<file path="src/design/rail_window_pkg.sv">
// Package with register map, reset values, timing constants and carrier types
package rail_window_pkg;
    // Register offsets
    localparam logic [7:0] CH2_LOWFREQ_CUTOFF_SELECT_ADDR = 8'h35;
    localparam logic [7:0] CH3_HIGHFREQ_UNDER_THRESHOLD_ADDR = 8'h40;
    localparam logic [7:0] CH3_HIGHFREQ_OVER_THRESHOLD_ADDR = 8'h41;
    localparam logic [7:0] CH3_LOWFREQ_UNDER_THRESHOLD_ADDR = 8'h42;
    localparam logic [7:0] CH3_LOWFREQ_OVER_THRESHOLD_ADDR = 8'h43;
    localparam logic [7:0] CH3_HIGHFREQ_DEBOUNCE_ADDR = 8'h44;
    // Reset values
    localparam logic [7:0] UNDER_THRESHOLD_RESET = 8'h00;
    localparam logic [7:0] OVER_THRESHOLD_RESET = 8'hff;
    localparam logic [7:0] DEBOUNCE_RESET = 8'h00;
    localparam logic [7:0] CUTOFF_SELECT_RESET = 8'h04;
    localparam logic [7:0] UNMAPPED_READ = 8'h00;
    // Field positions
    localparam int CUTOFF_CODE_MSB = 2;
    localparam int OVER_DEB_LSB = 4;
    localparam int UNDER_DEB_LSB = 0;
    // Cutoff codes: 250 Hz, 500 Hz, 1 kHz, 2 kHz, 4 kHz
    localparam logic [2:0] CUTOFF_250HZ = 3'h2;
    localparam logic [2:0] CUTOFF_500HZ = 3'h3;
    localparam logic [2:0] CUTOFF_1KHZ = 3'h4;
    localparam logic [2:0] CUTOFF_2KHZ = 3'h5;
    localparam logic [2:0] CUTOFF_4KHZ = 3'h6;
    // Debounce timing
    localparam int CLK_PERIOD_NS = 50;
    localparam int DEB_BASE_NS = 100;
    localparam logic [11:0] DEB_BASE_CYCLES = 12'((DEB_BASE_NS + CLK_PERIOD_NS - 1) / CLK_PERIOD_NS);
    localparam logic [3:0] DEB_MAX_SHIFT = 4'ha;
    // Threshold scaling in millivolts
    localparam logic [12:0] MV_BASE_1X = 13'h00c8;
    localparam logic [12:0] MV_STEP_1X = 13'h0005;
    localparam logic [12:0] MV_BASE_4X = 13'h0320;
    localparam logic [12:0] MV_STEP_4X = 13'h0014;

    typedef struct packed {
        logic wr;
        logic rd;
        logic [7:0] addr;
        logic [7:0] wdata;
    } reg_req_t;

    typedef struct packed {
        logic hf_over;
        logic hf_under;
        logic lf_over;
        logic lf_under;
    } fault_t;
endpackage

</file>
<file path="src/design/rail_window_threshold_filter_regs.sv">
// Channel threshold, debounce and cutoff registers with comparators and debouncers
// Functional notes
// - Cutoff codes 010..110 select 250 Hz..4 kHz
// - Valid cutoff write (code 010..110) reloads low-frequency filter
// - High-frequency under threshold bounds below
// - High-frequency over threshold bounds above
// - Low-frequency under threshold bounds below
// - Low-frequency over threshold bounds above
// - Scale 1x: 0.2 V plus 5 mV/code
// - Scale 4x: 0.8 V plus 20 mV/code
// - Reset: under 0x00, over 0xff, debounce 0x00
// - High-frequency faults assert after stable debounce time
// - Debounce 0.1 us doubling, 102.4 us cap
`timescale 1ns/1ps
module rail_window_threshold_filter_regs (
    // Clock and reset
    input wire logic clk,
    input wire logic reset_n,
    // Register access
    input wire rail_window_pkg::reg_req_t reg_req,
    output logic [7:0] reg_rdata_reg,
    // Monitored samples and scaling
    input wire logic [7:0] hf_sample,
    input wire logic [7:0] lf_sample,
    input wire logic threshold_scaling_select,
    // Filter control
    output logic [2:0] lowfreq_cutoff_select_reg,
    output logic filter_reload_reg,
    // Faults and scaled thresholds
    output rail_window_pkg::fault_t fault_reg,
    output logic [12:0] hf_under_mv_reg,
    output logic [12:0] hf_over_mv_reg
);
    logic [7:0] cutoff_raw_reg;
    logic [7:0] hf_under_reg;
    logic [7:0] hf_over_reg;
    logic [7:0] lf_under_reg;
    logic [7:0] lf_over_reg;
    logic [7:0] debounce_reg;
    logic [7:0] rdata_next;
    logic [1:0] raw_cmp;
    logic [1:0] deb_fault;
    logic [11:0] deb_limit [2];
    logic [11:0] deb_cnt_reg [2];
    logic cutoff_wr;

    function automatic logic cutoff_valid(input logic [2:0] code);
        cutoff_valid = (code >= rail_window_pkg::CUTOFF_250HZ) && (code <= rail_window_pkg::CUTOFF_4KHZ);
    endfunction

    function automatic logic [11:0] deb_cycles(input logic [3:0] code);
        logic [3:0] sh;
        sh = (code > rail_window_pkg::DEB_MAX_SHIFT) ? rail_window_pkg::DEB_MAX_SHIFT : code;
        deb_cycles = rail_window_pkg::DEB_BASE_CYCLES << sh;
    endfunction

    function automatic logic [12:0] code_to_mv(input logic [7:0] code, input logic scale4x);
        if (scale4x) begin
            code_to_mv = rail_window_pkg::MV_BASE_4X + 13'(code) * rail_window_pkg::MV_STEP_4X;
        end else begin
            code_to_mv = rail_window_pkg::MV_BASE_1X + 13'(code) * rail_window_pkg::MV_STEP_1X;
        end
    endfunction

    assign cutoff_wr = reg_req.wr && (reg_req.addr == rail_window_pkg::CH2_LOWFREQ_CUTOFF_SELECT_ADDR);

    always_ff @(posedge clk) begin
        if (!reset_n) begin
            cutoff_raw_reg <= rail_window_pkg::CUTOFF_SELECT_RESET;
            hf_under_reg <= rail_window_pkg::UNDER_THRESHOLD_RESET;
            hf_over_reg <= rail_window_pkg::OVER_THRESHOLD_RESET;
            lf_under_reg <= rail_window_pkg::UNDER_THRESHOLD_RESET;
            lf_over_reg <= rail_window_pkg::OVER_THRESHOLD_RESET;
            debounce_reg <= rail_window_pkg::DEBOUNCE_RESET;
        end else if (reg_req.wr) begin
            case (reg_req.addr)
                rail_window_pkg::CH2_LOWFREQ_CUTOFF_SELECT_ADDR: cutoff_raw_reg <= reg_req.wdata;
                rail_window_pkg::CH3_HIGHFREQ_UNDER_THRESHOLD_ADDR: hf_under_reg <= reg_req.wdata;
                rail_window_pkg::CH3_HIGHFREQ_OVER_THRESHOLD_ADDR: hf_over_reg <= reg_req.wdata;
                rail_window_pkg::CH3_LOWFREQ_UNDER_THRESHOLD_ADDR: lf_under_reg <= reg_req.wdata;
                rail_window_pkg::CH3_LOWFREQ_OVER_THRESHOLD_ADDR: lf_over_reg <= reg_req.wdata;
                rail_window_pkg::CH3_HIGHFREQ_DEBOUNCE_ADDR: debounce_reg <= reg_req.wdata;
                default: begin
                end
            endcase
        end
    end

    always_comb begin
        case (reg_req.addr)
            rail_window_pkg::CH2_LOWFREQ_CUTOFF_SELECT_ADDR: rdata_next = cutoff_raw_reg;
            rail_window_pkg::CH3_HIGHFREQ_UNDER_THRESHOLD_ADDR: rdata_next = hf_under_reg;
            rail_window_pkg::CH3_HIGHFREQ_OVER_THRESHOLD_ADDR: rdata_next = hf_over_reg;
            rail_window_pkg::CH3_LOWFREQ_UNDER_THRESHOLD_ADDR: rdata_next = lf_under_reg;
            rail_window_pkg::CH3_LOWFREQ_OVER_THRESHOLD_ADDR: rdata_next = lf_over_reg;
            rail_window_pkg::CH3_HIGHFREQ_DEBOUNCE_ADDR: rdata_next = debounce_reg;
            default: rdata_next = rail_window_pkg::UNMAPPED_READ;
        endcase
    end

    always_ff @(posedge clk) begin
        if (!reset_n) begin
            reg_rdata_reg <= rail_window_pkg::UNMAPPED_READ;
        end else if (reg_req.rd) begin
            reg_rdata_reg <= rdata_next;
        end
    end

    // effective cutoff keeps last valid code
    always_ff @(posedge clk) begin
        if (!reset_n) begin
            lowfreq_cutoff_select_reg <= rail_window_pkg::CUTOFF_1KHZ;
        end else if (cutoff_wr && cutoff_valid(reg_req.wdata[rail_window_pkg::CUTOFF_CODE_MSB:0])) begin
            lowfreq_cutoff_select_reg <= reg_req.wdata[rail_window_pkg::CUTOFF_CODE_MSB:0];
        end
    end

    always_ff @(posedge clk) begin
        if (!reset_n) begin
            filter_reload_reg <= 1'b0;
        end else begin
            filter_reload_reg <= cutoff_wr && cutoff_valid(reg_req.wdata[rail_window_pkg::CUTOFF_CODE_MSB:0]);
        end
    end

    assign raw_cmp[0] = hf_sample > hf_over_reg;
    assign raw_cmp[1] = hf_sample < hf_under_reg;
    assign deb_limit[0] = deb_cycles(debounce_reg[rail_window_pkg::OVER_DEB_LSB +: 4]);
    assign deb_limit[1] = deb_cycles(debounce_reg[rail_window_pkg::UNDER_DEB_LSB +: 4]);

    generate
        for (genvar i = 0; i < 2; i++) begin : g_deb
            always_ff @(posedge clk) begin
                if (!reset_n) begin
                    deb_cnt_reg[i] <= 12'h000;
                end else if (!raw_cmp[i]) begin
                    deb_cnt_reg[i] <= 12'h000;
                end else if (deb_cnt_reg[i] < deb_limit[i]) begin
                    deb_cnt_reg[i] <= deb_cnt_reg[i] + 12'h001;
                end
            end
            assign deb_fault[i] = raw_cmp[i] && (deb_cnt_reg[i] >= deb_limit[i] - 12'h001);
        end
    endgenerate

    always_ff @(posedge clk) begin
        if (!reset_n) begin
            fault_reg <= '0;
        end else begin
            fault_reg.hf_over <= deb_fault[0];
            fault_reg.hf_under <= deb_fault[1];
            fault_reg.lf_over <= lf_sample > lf_over_reg;
            fault_reg.lf_under <= lf_sample < lf_under_reg;
        end
    end

    always_ff @(posedge clk) begin
        if (!reset_n) begin
            hf_under_mv_reg <= rail_window_pkg::MV_BASE_1X;
            hf_over_mv_reg <= rail_window_pkg::MV_BASE_1X;
        end else begin
            hf_under_mv_reg <= code_to_mv(hf_under_reg, threshold_scaling_select);
            hf_over_mv_reg <= code_to_mv(hf_over_reg, threshold_scaling_select);
        end
    end

    // reference run length of the over comparator
    logic [11:0] over_run_reg;
    always_ff @(posedge clk) begin
        if (!reset_n || !(hf_sample > hf_over_reg)) begin
            over_run_reg <= 12'h000;
        end else if (over_run_reg != 12'hfff) begin
            over_run_reg <= over_run_reg + 12'h001;
        end
    end

    a_cutoff_valid: assert property (@(posedge clk) disable iff (!reset_n)
        lowfreq_cutoff_select_reg >= 3'h2 && lowfreq_cutoff_select_reg <= 3'h6)
        else $error("cutoff code out of range");
    a_cutoff_reload: assert property (@(posedge clk) disable iff (!reset_n)
        cutoff_wr && reg_req.wdata[2:0] >= 3'h2 && reg_req.wdata[2:0] <= 3'h6
        |=> filter_reload_reg && lowfreq_cutoff_select_reg == $past(reg_req.wdata[2:0]))
        else $error("valid cutoff write not applied");
    a_cutoff_invalid: assert property (@(posedge clk) disable iff (!reset_n)
        cutoff_wr && (reg_req.wdata[2:0] < 3'h2 || reg_req.wdata[2:0] == 3'h7)
        |=> !filter_reload_reg && $stable(lowfreq_cutoff_select_reg))
        else $error("invalid cutoff code took effect");
    a_reset_values: assert property (@(posedge clk)
        !reset_n |=> hf_under_reg == 8'h00 && hf_over_reg == 8'hff && lf_under_reg == 8'h00
        && lf_over_reg == 8'hff && debounce_reg == 8'h00 && cutoff_raw_reg == 8'h04)
        else $error("wrong reset value");
    a_readback_value: assert property (@(posedge clk) disable iff (!reset_n)
        (reg_req.wr && reg_req.addr == 8'h44) ##1 !reg_req.wr
        ##1 (reg_req.rd && !reg_req.wr && reg_req.addr == 8'h44)
        |=> reg_rdata_reg == $past(reg_req.wdata, 3))
        else $error("readback mismatch");
    a_lf_over_cmp: assert property (@(posedge clk) disable iff (!reset_n)
        lf_sample > lf_over_reg |=> fault_reg.lf_over)
        else $error("low-frequency over fault missed");
    a_lf_under_cmp: assert property (@(posedge clk) disable iff (!reset_n)
        lf_sample < lf_under_reg |=> fault_reg.lf_under)
        else $error("low-frequency under fault missed");
    a_hf_over_stable: assert property (@(posedge clk) disable iff (!reset_n)
        $rose(fault_reg.hf_over) |-> $past(raw_cmp[0], 1) && $past(raw_cmp[0], 2))
        else $error("over fault without stable comparator");
    a_hf_under_stable: assert property (@(posedge clk) disable iff (!reset_n)
        $rose(fault_reg.hf_under) |-> $past(raw_cmp[1], 1) && $past(raw_cmp[1], 2) && !$past(deb_cnt_reg[1] == 12'h000))
        else $error("under fault without stable comparator");
    a_deb_time_code: assert property (@(posedge clk) disable iff (!reset_n)
        $rose(fault_reg.hf_over) |-> $past(over_run_reg) + 12'h001
        == (12'h002 << (($past(debounce_reg[7:4]) > 4'ha) ? 4'ha : $past(debounce_reg[7:4]))))
        else $error("debounce time wrong");
    a_mv_scaling: assert property (@(posedge clk) disable iff (!reset_n)
        1'b1 |=> hf_over_mv_reg == ($past(threshold_scaling_select) ? 13'h320 + 13'($past(hf_over_reg)) * 13'h014
        : 13'h0c8 + 13'($past(hf_over_reg)) * 13'h005))
        else $error("threshold scaling wrong");

    c_cutoff_change: cover property (@(posedge clk) disable iff (!reset_n) filter_reload_reg);
    c_hf_over_fault: cover property (@(posedge clk) disable iff (!reset_n) $rose(fault_reg.hf_over));
    c_hf_under_fault: cover property (@(posedge clk) disable iff (!reset_n) $rose(fault_reg.hf_under));
    c_lf_fault: cover property (@(posedge clk) disable iff (!reset_n) fault_reg.lf_over || fault_reg.lf_under);
endmodule

</file>
<file path="config.mk">
export PLATFORM = sky130hd
export DESIGN_NAME = rail_window_threshold_filter_regs
export DESIGN_NICKNAME = d
export VERILOG_FILES = /design/src/design/rail_window_pkg.sv /design/src/design/rail_window_threshold_filter_regs.sv
export SDC_FILE = /design/constraint.sdc
export NUM_CORES = 1
export LEC_CHECK = 0
export BUFFER_PORTS_ARGS = -buffer_cell sky130_fd_sc_hd__buf_2
export CORE_ASPECT_RATIO = 2
export CORE_MARGIN = 2
export CORE_UTILIZATION = 55
export DETAILED_ROUTE_END_ITERATION = 12
export MAX_ROUTING_LAYER = met4
export PLACE_DENSITY = 0.79
export SYNTH_ARGS = -nofsm -noshare
export SYNTH_HDL_FRONTEND = slang
export SYNTH_SLANG_ARGS = --single-unit
</file>
<file path="constraint.sdc">
create_clock -name clk -period 6.7 [get_ports clk]
set_clock_uncertainty 0.05 [all_clocks]
set_input_delay 0.67 -clock clk [delete_from_list [all_inputs] [get_ports clk]]
set_output_delay 0.67 -clock clk [all_outputs]
set_load 0.01 [all_outputs]
</file>
Word-level counts from Yosys, hierarchy flattened
Memory sizes are Yosys's and may differ from the RTL's.
Index checks and enable logic that the tools add are counted.
{"block": "word_totals", "ff_bits": 90, "memories": 1, "output_inout_bits": 42, "ramBits": 24, "input_bits": 37}
{"block": "op_classes", "n_shift": 2, "n_eq_ne": 6, "n_reduce_logical": 11, "add_sub_neg": 8, "magnitude_cmp": 12, "mux": 24, "bitwise_logic": 4, "mul": 4}
{"name": "deb_cnt_reg", "words": 2, "word_bits": 12, "rd": 2, "rd_ports_with_merged_regs": 0, "wr": 2, "line_no": "rail_window_threshold_filter_regs.sv:44", "source": "logic [11:0] deb_cnt_reg [2];"}
{"cell": "12-bit 2-to-1 mux", "n": 4}
{"cell": "8-bit one-hot mux with 6 select lines", "n": 1}
{"cell": "8-bit by 3-bit multiplier with 11-bit output (second input constant)", "n": 4}
{"cell": "8-bit by 7-bit equality test with 1-bit output (second input constant)", "n": 5}
{"cell": "10-bit by 13-bit adder with 13-bit output (first input constant)", "n": 2}
{"cell": "13-bit 2-to-1 mux", "n": 2}
{"cell": "12-bit by 1-bit adder with 12-bit output (second input constant)", "n": 2}
{"cell": "8-bit by 11-bit adder with 12-bit output (first input constant)", "n": 2}
{"cell": "12-bit greater-or-equal comparator", "n": 2}
{"cell": "12-bit less-than comparator", "n": 2}
{"cell": "2-bit by 4-bit << shifter with 12-bit output (first input constant)", "n": 2}
{"cell": "12-bit by 1-bit subtractor with 12-bit output (second input constant)", "n": 2}
{"cell": "8-bit greater-than comparator", "n": 2}
{"cell": "8-bit less-than comparator", "n": 2}
{"cell": "1-bit 2-to-1 mux", "n": 15}
{"cell": "2-bit AND reduction", "n": 6}
{"cell": "8-bit by 6-bit equality test with 1-bit output (second input constant)", "n": 1}
{"cell": "4-bit greater-than comparator (second input constant)", "n": 2}
{"cell": "4-bit 2-to-1 mux", "n": 2}
{"cell": "1-bit logical AND", "n": 5}
{"cell": "1-bit bitwise OR", "n": 4}
{"cell": "3-bit by 2-bit greater-or-equal comparator with 1-bit output (second input constant)", "n": 1}
{"cell": "3-bit less-or-equal comparator (second input constant)", "n": 1}

Longest topological paths before layout
Gate-level depths: netlist of run 1.
{"block": "logic_depth", "ltp_word": 9, "mapped_depth": 12, "ltp_nobuf": 11}

Worst setup path before layout of run 1
OpenSTA, ideal clock, no wires.
{"block": "synth_path", "kind": "reg-to-reg", "from": "register debounce_reg[2]", "to": "memory deb_cnt_reg[1][0], enable pin", "path_stages_with_launch": 10, "setup_time_ns": 0.361, "path_slack_ns": 4.211, "t_arrival_ns": 2.078, "required_ns": 6.289, "path_cell_list": "dfxtp_1 clkbuf_1 nor2b_1 nand3b_1 ha_1 a211o_1 a21oi_1 a211o_1 nand2_1 nand3_1"}
{"item": "from (decl)", "line_no": "rail_window_threshold_filter_regs.sv:39", "source": "logic [7:0] debounce_reg;"}
{"item": "from (signal assigned)", "line_no": "rail_window_threshold_filter_regs.sv:74", "source": "debounce_reg <= rail_window_pkg::DEBOUNCE_RESET;"}
{"item": "from (signal assigned)", "line_no": "rail_window_threshold_filter_regs.sv:82", "source": "rail_window_pkg::CH3_HIGHFREQ_DEBOUNCE_ADDR: debounce_reg <= reg_req.wdata;"}
{"item": "to (decl)", "line_no": "rail_window_threshold_filter_regs.sv:44"}

Final worst setup path of run 1
{"block": "layout_path", "from": "register hf_under_reg[0]", "to": "register hf_under_mv_reg[10]"}
{"block": "layout_via", "elab_chain_len": 3}
{"item": "from (decl)", "line_no": "rail_window_threshold_filter_regs.sv:35", "source": "logic [7:0] hf_under_reg;"}
{"item": "from (signal assigned)", "line_no": "rail_window_threshold_filter_regs.sv:70", "source": "hf_under_reg <= rail_window_pkg::UNDER_THRESHOLD_RESET;"}
{"item": "from (signal assigned)", "line_no": "rail_window_threshold_filter_regs.sv:78", "source": "rail_window_pkg::CH3_HIGHFREQ_UNDER_THRESHOLD_ADDR: hf_under_reg <= reg_req.wdata;"}
{"item": "8-bit by 3-bit multiplier with 11-bit output", "line_no": "rail_window_threshold_filter_regs.sv:59, rail_window_threshold_filter_regs.sv:61"}
{"item": "10-bit by 13-bit adder with 13-bit output or 8-bit by 11-bit adder with 12-bit output (tied branches)", "line_no": "rail_window_threshold_filter_regs.sv:59, rail_window_threshold_filter_regs.sv:61"}
{"item": "13-bit 2-to-1 mux *", "line_no": "rail_window_threshold_filter_regs.sv:58", "source": "if (scale4x) begin"}
{"item": "to (signal assigned)", "line_no": "rail_window_threshold_filter_regs.sv:159", "source": "hf_under_mv_reg <= rail_window_pkg::MV_BASE_1X;"}
{"item": "to (signal assigned)", "line_no": "rail_window_threshold_filter_regs.sv:162", "source": "hf_under_mv_reg <= code_to_mv(hf_under_reg, threshold_scaling_select);"}
{"item": "to (decl)", "line_no": "rail_window_threshold_filter_regs.sv:31", "source": "output logic [12:0] hf_under_mv_reg,"}
Mark *: on every way between the ends. The rest lies on a longest branch, timed or not.
A chain may end at the register's enable or synchronous reset.

==> flow_summary.toml, run 1 <==
[outcome]
status = "completed"

[floorplan]
dieArea_mm2 = 0.0161
die_y_um = 177
die_w_um = 90.6
rows = 63
core_region_area_mm2 = 0.0147
start_util = 0.560
io_pins = 79

[synth]
postSynthAreaPerCell_um2 = 8.70
synth-simple-area-share = 0.184
synthArstFlopShare = 0
ys_top_cells_by_area = "dfxtp_1 22%, ha_1 18%, edfxtp_1 8.7%, nand2_1 4.7%, nor2_1 4.5%"
synthMuxAreaShare = 0.0429
seq_area_frac_synth = 0.306
synth_compound_area_frac = 0.161
synthAdderAreaFrac = 0.206
synth-seq-cells = 114
synth_xor_area_frac = 0.0446
synth_top_family_by_area = "adder cells"
synth_edf_count = 24
synth_warnings = 0
synth_area_mm2 = 0.00825
synth_ff_type = "dfxtp_1"
synth.net_count = 1115
yosys.area.top_type = "dfxtp_1"
synthCells = 948
synthDistinctLibCells = 60
yosys.area.top_type_share = 0.218

[clock_network]
htreeDepth = 4
cts_hold_buf = 0
clock_sinks = 114
cts_buffers = 17
cts_resized = 0
clk_latency_ns = 0.43
path_clk_slew_ns = 0.06
post-cts-setup-buffers = 0
cts_root_buf = "clkbuf_16"
cts.path.max_buffers = 2
cts_tree = "done"

[job]
drv_cap = 0

[sta]
clock.fmax_mhz = 338
rsz0062_at_grt = "false"
tightest_slew_ns = 0.774
relSlewSlack = 0.484
report.final.hold_viol_count = 0
finalCritPeriodShare = 0.442
finalSetupViolations = 0
maxSlewViolCount = 0
period_minus_slack_ns = 2.96
final.setup.tns_ns = 0

[critical_path]
worst-r2r-cell-count = 10
startpoint = "hf_under_reg[0]"
cp_top_family = "adder cells"
worstSetupStartpointType = "flip-flop"
crit_end = "hf_under_mv_reg[10]"
regToRegSetupSlack_ns = 3.74
worst-path-stages = 10
r2r-end = "hf_under_mv_reg[10]"
end_kind = "flip-flop"
worstPathMaxFanout = 6
cpPeakStageDelay_ns = 0.46
r2r-start = "hf_under_reg[0]"
crit_type = "reg2reg"
worstPathArrival_ns = 3.23
crit_buf_inv = 1
cp_cell_sequence = "ha_1 > ha_1 > inv_1 > fa_1 > nand2b_1 > a21oi_1 > xor2_1 > nor2_1 > xor2_1 > a221oi_1"
worst_path_max_delay_cell = "dfxtp_1"
required_ns = 6.97

[grt]
antenna_found_initial = 0
grt_pass1_vias = 6974
overflow = 0
grt_pass1_wl_um = 33800
grt_util_all_layers = 0.275
grt_max_degree = 51

[cells_and_area]
largest_reg_flops = 24
fillers = 1263
multi_input_area_mm2 = 0.00527
nets = 1174
diodes = 0
postLayoutCoreUtil = 0.631
seq_area_mm2 = 0.00252
area_growth_pct = 12.8
layout_commonest_cell = "ha_1"
final_cell_mix = "120 x ha_1, 103 x nand2_1, 98 x nor2_1"
drive_gt1_frac = 0.125

[drt]
totalWireLength_um = 21100
dr.pass1.iters = 5
vias = 7093
via_per_inst = 5.84
routedWlPerCell_um = 17.4
drt_iter0_markers = 367
drc = 0
ant_nets = 0

[placed_design]
hpwlAfterDp_um = 16200
portBuffers = 78
gp_congestion = 0.972

[pwr]
ir_drop_v = 0.000181
power_density_mw_per_mm2 = 230
p_leak_nw = 4.26

[min_path]
min_path_type = "reg2reg"
through the flow:
stage / instances / power [mW] / hold slack, ns / instance area, um2 / setup WS (ns)
2_1_floorplan: 948 / 1.07 / 0.387 / 8250 / 4.21
3_3_place_gp: 1183 / 1.18 / 0.392 / 8690 / 3.70
3_5_place_dp: 1183 / 1.19 / 0.401 / 8690 / 3.67
4_1_cts: 1214 / 2.14 / 0.409 / 9300 / 3.78
5_1_grt: 1214 / 2.23 / 0.440 / 9300 / 3.58
6_report: 1214 / 2.14 / 0.413 / 9300 / 3.74
report_power, final:
| group | total (mW) | switching [mW] | internal (mW) |
|---|---|---|---|
| Clock | 0.956 | 0.334 | 0.623 |
| Sequential | 0.812 | 0.0571 | 0.755 |
| Combinational | 0.370 | 0.205 | 0.166 |
| Total | 2.14 | 0.596 | 1.54 |
cell type report:
class                      instances  share of cell area
sequential                       114               0.271
clock buffer                      22              0.0522
timing repair buffer              79              0.0428
clock inverter                     9              0.0137
tap                              195              0.0262
multi-input combinational        727               0.567
inverter                          68              0.0274
how the worst min path moves through the flow:
| stage | from | end | slack [ns] | cells after the start |
|---|---|---|---|---|
| finish | cutoff_raw_reg[4] | cutoff_raw_reg[4] | 0.41 | 2 |
| global route | cutoff_raw_reg[7] | cutoff_raw_reg[7] | 0.44 | 2 |
| CTS | cutoff_raw_reg[4] | cutoff_raw_reg[4] | 0.41 | 2 |
| detailed placement | cutoff_raw_reg[4] | cutoff_raw_reg[4] | 0.40 | 2 |
| global placement | cutoff_raw_reg[3] | cutoff_raw_reg[3] | 0.39 | 2 |
| floorplan | cutoff_raw_reg[0] | cutoff_raw_reg[0] | 0.39 | 2 |
layer usage:
metal / GRT usage / wire length [um] / up-vias
li1: - / - / 3460
met1: 0.275 / 7880 / 3347
met2: 0.507 / 11500 / 214
met3: 0.0443 / 806 / 72
met4: 0.148 / 973 / 0
met5: - / 0 / -
synthesized netlist by cell type (all sizes together), types with 4 or more instances:
master,instances
a21oi,45
and3,9
a21o,22
nand2b,6
nor2,100
xor2,34
xnor2,8
a221oi,12
mux2i,32
o211ai,22
clkbuf,21
a211oi,9
and2,5
o21ai,59
nand3b,4
fa,10
nand3,32
nand4,10
nor2b,16
o21a,14
ha,120
dfxtp,90
edfxtp,24
buf,18
nand2,106
nor3,13
inv,68
or3,6
worst register-to-register path, cell delays in order (launching register included):
cell and delay (ns):
dfxtp_1 0.46, ha_1 0.26, ha_1 0.23, inv_1 0.07, fa_1 0.41, nand2b_1 0.16
a21oi_1 0.29, xor2_1 0.32, nor2_1 0.12, xor2_1 0.17, a221oi_1 0.32
logic make-up (layout without fill, tap and decap cells):
kind of cell,Yosys count,in the layout
flip-flops,114,114
multiplexers,35,35
AO/OA/AOI/OAI,205,205
XOR/XNOR,42,42
adder cells (fa/ha/maj),130,130
AND/OR/NAND/NOR,315,315
buffers and inverters,107,178
Note: power is estimated with default switching activity, not from simulation.
==> inputs of run 2 (changes only) <==
--- a/config.mk
+++ b/config.mk
@@ -5,13 +5,14 @@
 export SDC_FILE = /design/constraint.sdc
 export NUM_CORES = 1
 export LEC_CHECK = 0
+export ABC_AREA = 1
 export BUFFER_PORTS_ARGS = -buffer_cell sky130_fd_sc_hd__buf_2
 export CORE_ASPECT_RATIO = 2
 export CORE_MARGIN = 2
 export CORE_UTILIZATION = 55
 export DETAILED_ROUTE_END_ITERATION = 12
 export MAX_ROUTING_LAYER = met4
-export PLACE_DENSITY = 0.79
+export PLACE_DENSITY = 0.82
 export SYNTH_ARGS = -nofsm -noshare
 export SYNTH_HDL_FRONTEND = slang
 export SYNTH_SLANG_ARGS = --single-unit
==> constraint.sdc (replaced) <==
create_clock -name clk -period 2.4 [get_ports clk]
set_clock_uncertainty 0.05 [all_clocks]
set_input_delay 0.24 -clock clk [delete_from_list [all_inputs] [get_ports clk]]
set_output_delay 0.24 -clock clk [all_outputs]
set_load 0.01 [all_outputs]
==> flow_summary.toml, run 2 <==
[grt]
grt_pass1_vias = 8258
antenna_found_initial = 2
grt_util_all_layers = 0.311
overflow = 0
grt_pass1_wl_um = 38300
grt_max_degree = 32

[pwr]
combPwrFrac = 0.106
p_leak_nw = 4.86
p_switching_mw = 1.29
sw_frac_of_total = 0.253
clockPowerShare = 0.494
power_density_mw_per_mm2 = 499
p_int_mw = 3.81
ir_drop_v = 0.000549
p_seq_frac = 0.399

[critical_path]
cp_top_family = "adder cells"
worst_path_max_delay_cell = "fa_1"
r2r-start = "hf_over_reg[5]"
crit_buf_inv = 3
worstPathMaxFanout = 4
worstSetupStartpointType = "flip-flop"
crit_top_cell = "o21ai_1"
end_kind = "flip-flop"
worstPathArrival_ns = 2.64
crit_type = "reg2reg"
startpoint = "hf_over_reg[5]"
required_ns = 2.66
cp_cell_sequence = "ha_2 > inv_1 > fa_1 > inv_2 > ha_4 > buf_4 > nand3_2 > nand2_2 > a21oi_2 > nor2_1 > o21ai_1 > o21ai_1"
cpPeakStageDelay_ns = 0.58

[clock_network]
clock_sinks = 114
cts_tree = "done"
path_clk_slew_ns = 0.05
htreeDepth = 4
clk_latency_ns = 0.42
cts_buffers = 17
cts_root_buf = "clkbuf_16"
cts.path.max_buffers = 2
cts_hold_buf = 0

[sta]
report.final.hold_viol_count = 0
relSlewSlack = 0.396
finalSetupViolations = 0
clock.fmax_mhz = 420
holdWs_ns = 0.146
finalCritPeriodShare = 0.992
rsz0062_at_grt = "true"
period_minus_slack_ns = 2.38
maxSlewViolCount = 0
tightest_slew_ns = 0.903

[synth]
synthDistinctLibCells = 48
yosys.area.top_type_share = 0.216
postSynthAreaPerCell_um2 = 7.63
seq_area_frac_synth = 0.302
synthArstFlopShare = 0
synth_ff_type = "dfxtp_1"
synthCells = 1094
synth-seq-cells = 114
yosysMostFrequentCell = "nand2_1"
synthTopCellsByCount = "186 x nand2_1, 141 x inv_1, 120 x ha_1, 106 x a21oi_1, 91 x nand3_1"
synth.net_count = 1261
yosys.area.top_type = "dfxtp_1"
synth_area_mm2 = 0.00835
synth_edf_count = 24
ys_top_cells_by_area = "dfxtp_1 22%, ha_1 18%, edfxtp_1 8.6%, nand2_1 8.4%, a21oi_1 6.4%"
synth_warnings = 0

[cells_and_area]
drive_gt1_frac = 0.217
final_area_mm2 = 0.0102
final_cell_mix = "179 x nand2_1, 132 x inv_1, 108 x ha_1"
largest_reg_flops = 24
nets = 1393
area_growth_pct = 22.5
fillers = 1205
layout_commonest_cell = "nand2_1"
instances_no_fill = 1436
postLayoutCoreUtil = 0.690

[drt]
dr.pass1.iters = 6
vias = 8418
routedWlPerCell_um = 17.6
drc = 0
via_per_inst = 5.86
totalWireLength_um = 25300
ant_nets = 0
drt_iter0_markers = 574

[floorplan]
rows = 63
die_w_um = 91.1
dieArea_mm2 = 0.0162
io_pins = 79
start_util = 0.563
die_y_um = 178
core_region_area_mm2 = 0.0148

[placed_design]
portBuffers = 78
gp_congestion = 0.949
dp.cells = 1396
place_area_mm2 = 0.00930
hpwlAfterDp_um = 18600

[outcome]
status = "completed"

[min_path]
min_path_type = "in2reg"
hold_path_startpoint = "threshold_scaling_select"

[job]
drv_cap = 0
## run 2: cell count changes after synthesis, moves of 29 or more
cell,delta
nand2_1,+83
inv_1,+73
a21oi_1,+62
nand3_1,+59
nor2_1,-35
mux2i_1,-32
o21ai_0,+29
## run 2: repair_timing
| item | in CTS | in global routing |
|---|---|---|
| buffers inserted | 0 | 6 |
| pin swaps | 0 | 16 |
| setup endpoints to repair | 7 | 54 |
| resized for setup | 6 | 80 |
## run 2: area by class of cell
cell class	instances	area [um2]	area share
Tap cell	195	244	0.0239
Clock inverter	13	143	0.0139
Antenna cell	2	5.00	0.000489
Timing Repair Buffer	140	876	0.0856
Sequential cell	114	2550	0.249
Inverter	145	554	0.0542
Clock buffer	19	433	0.0423
Multi-Input combinational cell	808	5430	0.531
## run 2: path summary, 6_finish.rpt
check / to / slack [ns] / depth (start not counted)
worst min register to register: cutoff_raw_reg[6] / 0.40 / 2
worst max register to register: hf_over_mv_reg[10] / 0.02 / 12
worst min-delay path: hf_over_mv_reg[9] / 0.15 / 3
worst max-delay path: hf_over_mv_reg[10] / 0.02 / 12
## run 2: worst min-delay path, delay by kind of cell
kind / cells / cell delay, ns
buf+inv: 1 / 0.18
simple gates: 1 / 0.09
compound gates: 1 / 0.05
## run 2: power groups by stage
stage	clock network [mW]	registers (mW)	logic, mW
after floorplan	0	2.08	0.310
after global placement	0	2.08	0.494
after detailed placement	0	2.08	0.508
after CTS	2.52	2.04	0.514
after global routing	2.61	2.04	0.600
final	2.52	2.04	0.544
## run 2: cells by family (layout without fill, tap and decap cells)
logic type / Yosys count / count (layout) / synth area share
AND/OR/NAND/NOR: 430 / 430 / 0.241
other: 0 / 2 / 0
AO/OA/AOI/OAI: 219 / 219 / 0.139
adder cells (fa/ha/maj): 130 / 130 / 0.204
buffers and inverters: 172 / 317 / 0.0835
flip-flops: 114 / 114 / 0.302
XOR/XNOR: 29 / 29 / 0.0304
## run 2: metal layers
| metal | GRT usage | vias up | wire length, um |
|---|---|---|---|
| met5 | - | - | 0 |
| met4 | 0.249 | 0 | 2190 |
| met3 | 0.0503 | 168 | 1430 |
| met2 | 0.560 | 397 | 13100 |
| met1 | 0.285 | 3873 | 8500 |
| li1 | - | 3980 | - |
## run 2: through the flow
stage | TNS, ns | total power [mW] | setup slack [ns]
6_report | 0 | 5.11 | 0.0188
5_1_grt | -0.224 | 5.25 | -0.107
4_1_cts | 0 | 5.07 | 0.00392
3_5_place_dp | -0.117 | 2.59 | -0.0694
3_3_place_gp | -0.0705 | 2.57 | -0.0705
2_1_floorplan | -0.0456 | 2.39 | -0.00380
==> inputs of run 3 (changes only) <==
--- a/config.mk
+++ b/config.mk
@@ -12,7 +12,8 @@
 export CORE_UTILIZATION = 55
 export DETAILED_ROUTE_END_ITERATION = 12
 export MAX_ROUTING_LAYER = met4
-export PLACE_DENSITY = 0.82
+export PLACE_DENSITY = 0.78
+export RECOVER_POWER = 100
 export SYNTH_ARGS = -nofsm -noshare
 export SYNTH_HDL_FRONTEND = slang
 export SYNTH_SLANG_ARGS = --single-unit
==> flow_summary.toml, run 3 (synthesized netlist as in run 2, its figures left out) <==
[floorplan]
core_region_area_mm2 = 0.0148
start_util = 0.563
dieArea_mm2 = 0.0162
die_y_um = 178
die_w_um = 91.1
io_pins = 79
rows = 63

[cells_and_area]
final_cell_mix = "180 x nand2_1, 137 x inv_1, 106 x ha_1"
final_area_mm2 = 0.0101
area_growth_pct = 21.1
drive_gt1_frac = 0.176
fillers = 1292
nets = 1395
postLayoutCoreUtil = 0.682
largest_reg_flops = 24
layout_commonest_cell = "nand2_1"
instances_no_fill = 1439

[sta]
relSlewSlack = 0.407
maxSlewViolCount = 0
period_minus_slack_ns = 2.32
finalCritPeriodShare = 0.966
report.final.hold_viol_count = 0
finalSetupViolations = 0
clock.fmax_mhz = 431
rsz0062_at_grt = "true"
tightest_slew_ns = 0.887
finalWorstSetupSlack_ns = 0.0822

[critical_path]
worst-r2r-cell-count = 10
crit_type = "reg2reg"
worstPathArrival_ns = 2.57
worstSetupStartpointType = "flip-flop"
worstPathMaxFanout = 4
cp_cell_sequence = "buf_4 > ha_4 > ha_4 > inv_1 > fa_2 > inv_1 > ha_2 > or2_2 > nand3_2 > nand3_1"
worst_path_max_delay_cell = "fa_2"
cpPeakStageDelay_ns = 0.51
required_ns = 2.65
end_kind = "flip-flop"
regToRegSetupSlack_ns = 0.08

[pwr]
total_power_mw = 5.17
ir_drop_v = 0.000549
power_density_mw_per_mm2 = 512
p_leak_nw = 4.70

[grt]
grt_pass1_wl_um = 38000
overflow = 0
grt_util_all_layers = 0.308
antenna_found_initial = 2
grt_max_degree = 45
grt_pass1_vias = 8018

[clock_network]
clock_sinks = 114
cts_tree = "done"
htreeDepth = 4
cts_buffers = 17
cts_hold_buf = 0
path_clk_slew_ns = 0.06
cts.path.max_buffers = 2
cts_root_buf = "clkbuf_16"
clk_latency_ns = 0.43

[min_path]
min_path_type = "in2reg"
whs_path_depth = 3

[drt]
vias = 8089
totalWireLength_um = 24400
dr.pass1.iters = 5
drt_iter0_markers = 472
via_per_inst = 5.62
ant_nets = 0
routedWlPerCell_um = 17.0
drc = 0

[placed_design]
gp_congestion = 0.921
detailedPlace.worstSlack_ns = -0.0858
hpwlAfterDp_um = 18500
place_area_mm2 = 0.00929
portBuffers = 78
dp.cells = 1397

[outcome]
status = "completed"

[job]
drv_cap = 0
==> run 3: changes by cell type in the layout (fill, tap and decap cells not counted), sizes merged <==
| cell | delta |
|---|---|
| diode | +1 |
| clkbuf | +46 |
| buf | -44 |
| clkinvlp | +2 |
| clkinv | -2 |
==> run 3: critical path: cells and delay by family (launching register included) <==
family	cells	cell delay (ns)
adder cells (fa/ha/maj)	4	1.11
AND/OR/NAND/NOR	3	0.44
flip-flops	1	0.32
buffers and inverters	3	0.25
==> run 3: what timing repair did <==
item / in CTS / in global routing
setup buffers: 0 / 7
pin swaps: 1 / 11
gates resized for setup: 7 / 74
setup endpoints to repair: 3 / 54
==> run 3: power breakdown <==
group          switching [mW]  internal [mW]
sequential             0.0394           2.00
clock                   0.933           1.69
combinational           0.320          0.190
total                    1.29           3.88
==> run 3: final cells by class <==
class | instances | area, um2 | share of cell area
Inverter | 145 | 551 | 0.0545
Clock buffer | 19 | 454 | 0.0449
Clock inverter | 13 | 158 | 0.0156
Sequential cell | 114 | 2540 | 0.252
Multi-Input combinational cell | 808 | 5330 | 0.527
Tap cell | 195 | 244 | 0.0241
Antenna cell | 3 | 7.51 | 0.000743
Timing Repair Buffer | 142 | 820 | 0.0811
==> run 3: metal layers <==
| metal | GRT usage | share of wire |
|---|---|---|
| met4 | 0.232 | 0.073 |
| met2 | 0.558 | 0.53 |
| met5 | - | 0 |
| met1 | 0.293 | 0.35 |
| met3 | 0.0435 | 0.044 |
==> run 3: final timing paths <==
check,startpoint,end
worst max register to register,hf_over_reg[3],hf_over_mv_reg[7]
worst max-delay path,hf_over_reg[3],hf_over_mv_reg[7]
worst min-delay path,reset_n,debounce_reg[0]
worst min register to register,cutoff_raw_reg[6],cutoff_raw_reg[6]
==> run 3: through the flow <==
stage	TNS (ns)	hold WS, ns
final	0	0.0822
after global routing	-0.162	0.127
after detailed placement	-0.102	0.390
after global placement	-0.0863	0.386
after CTS	0	0.0699
after floorplan	-0.0456	0.299
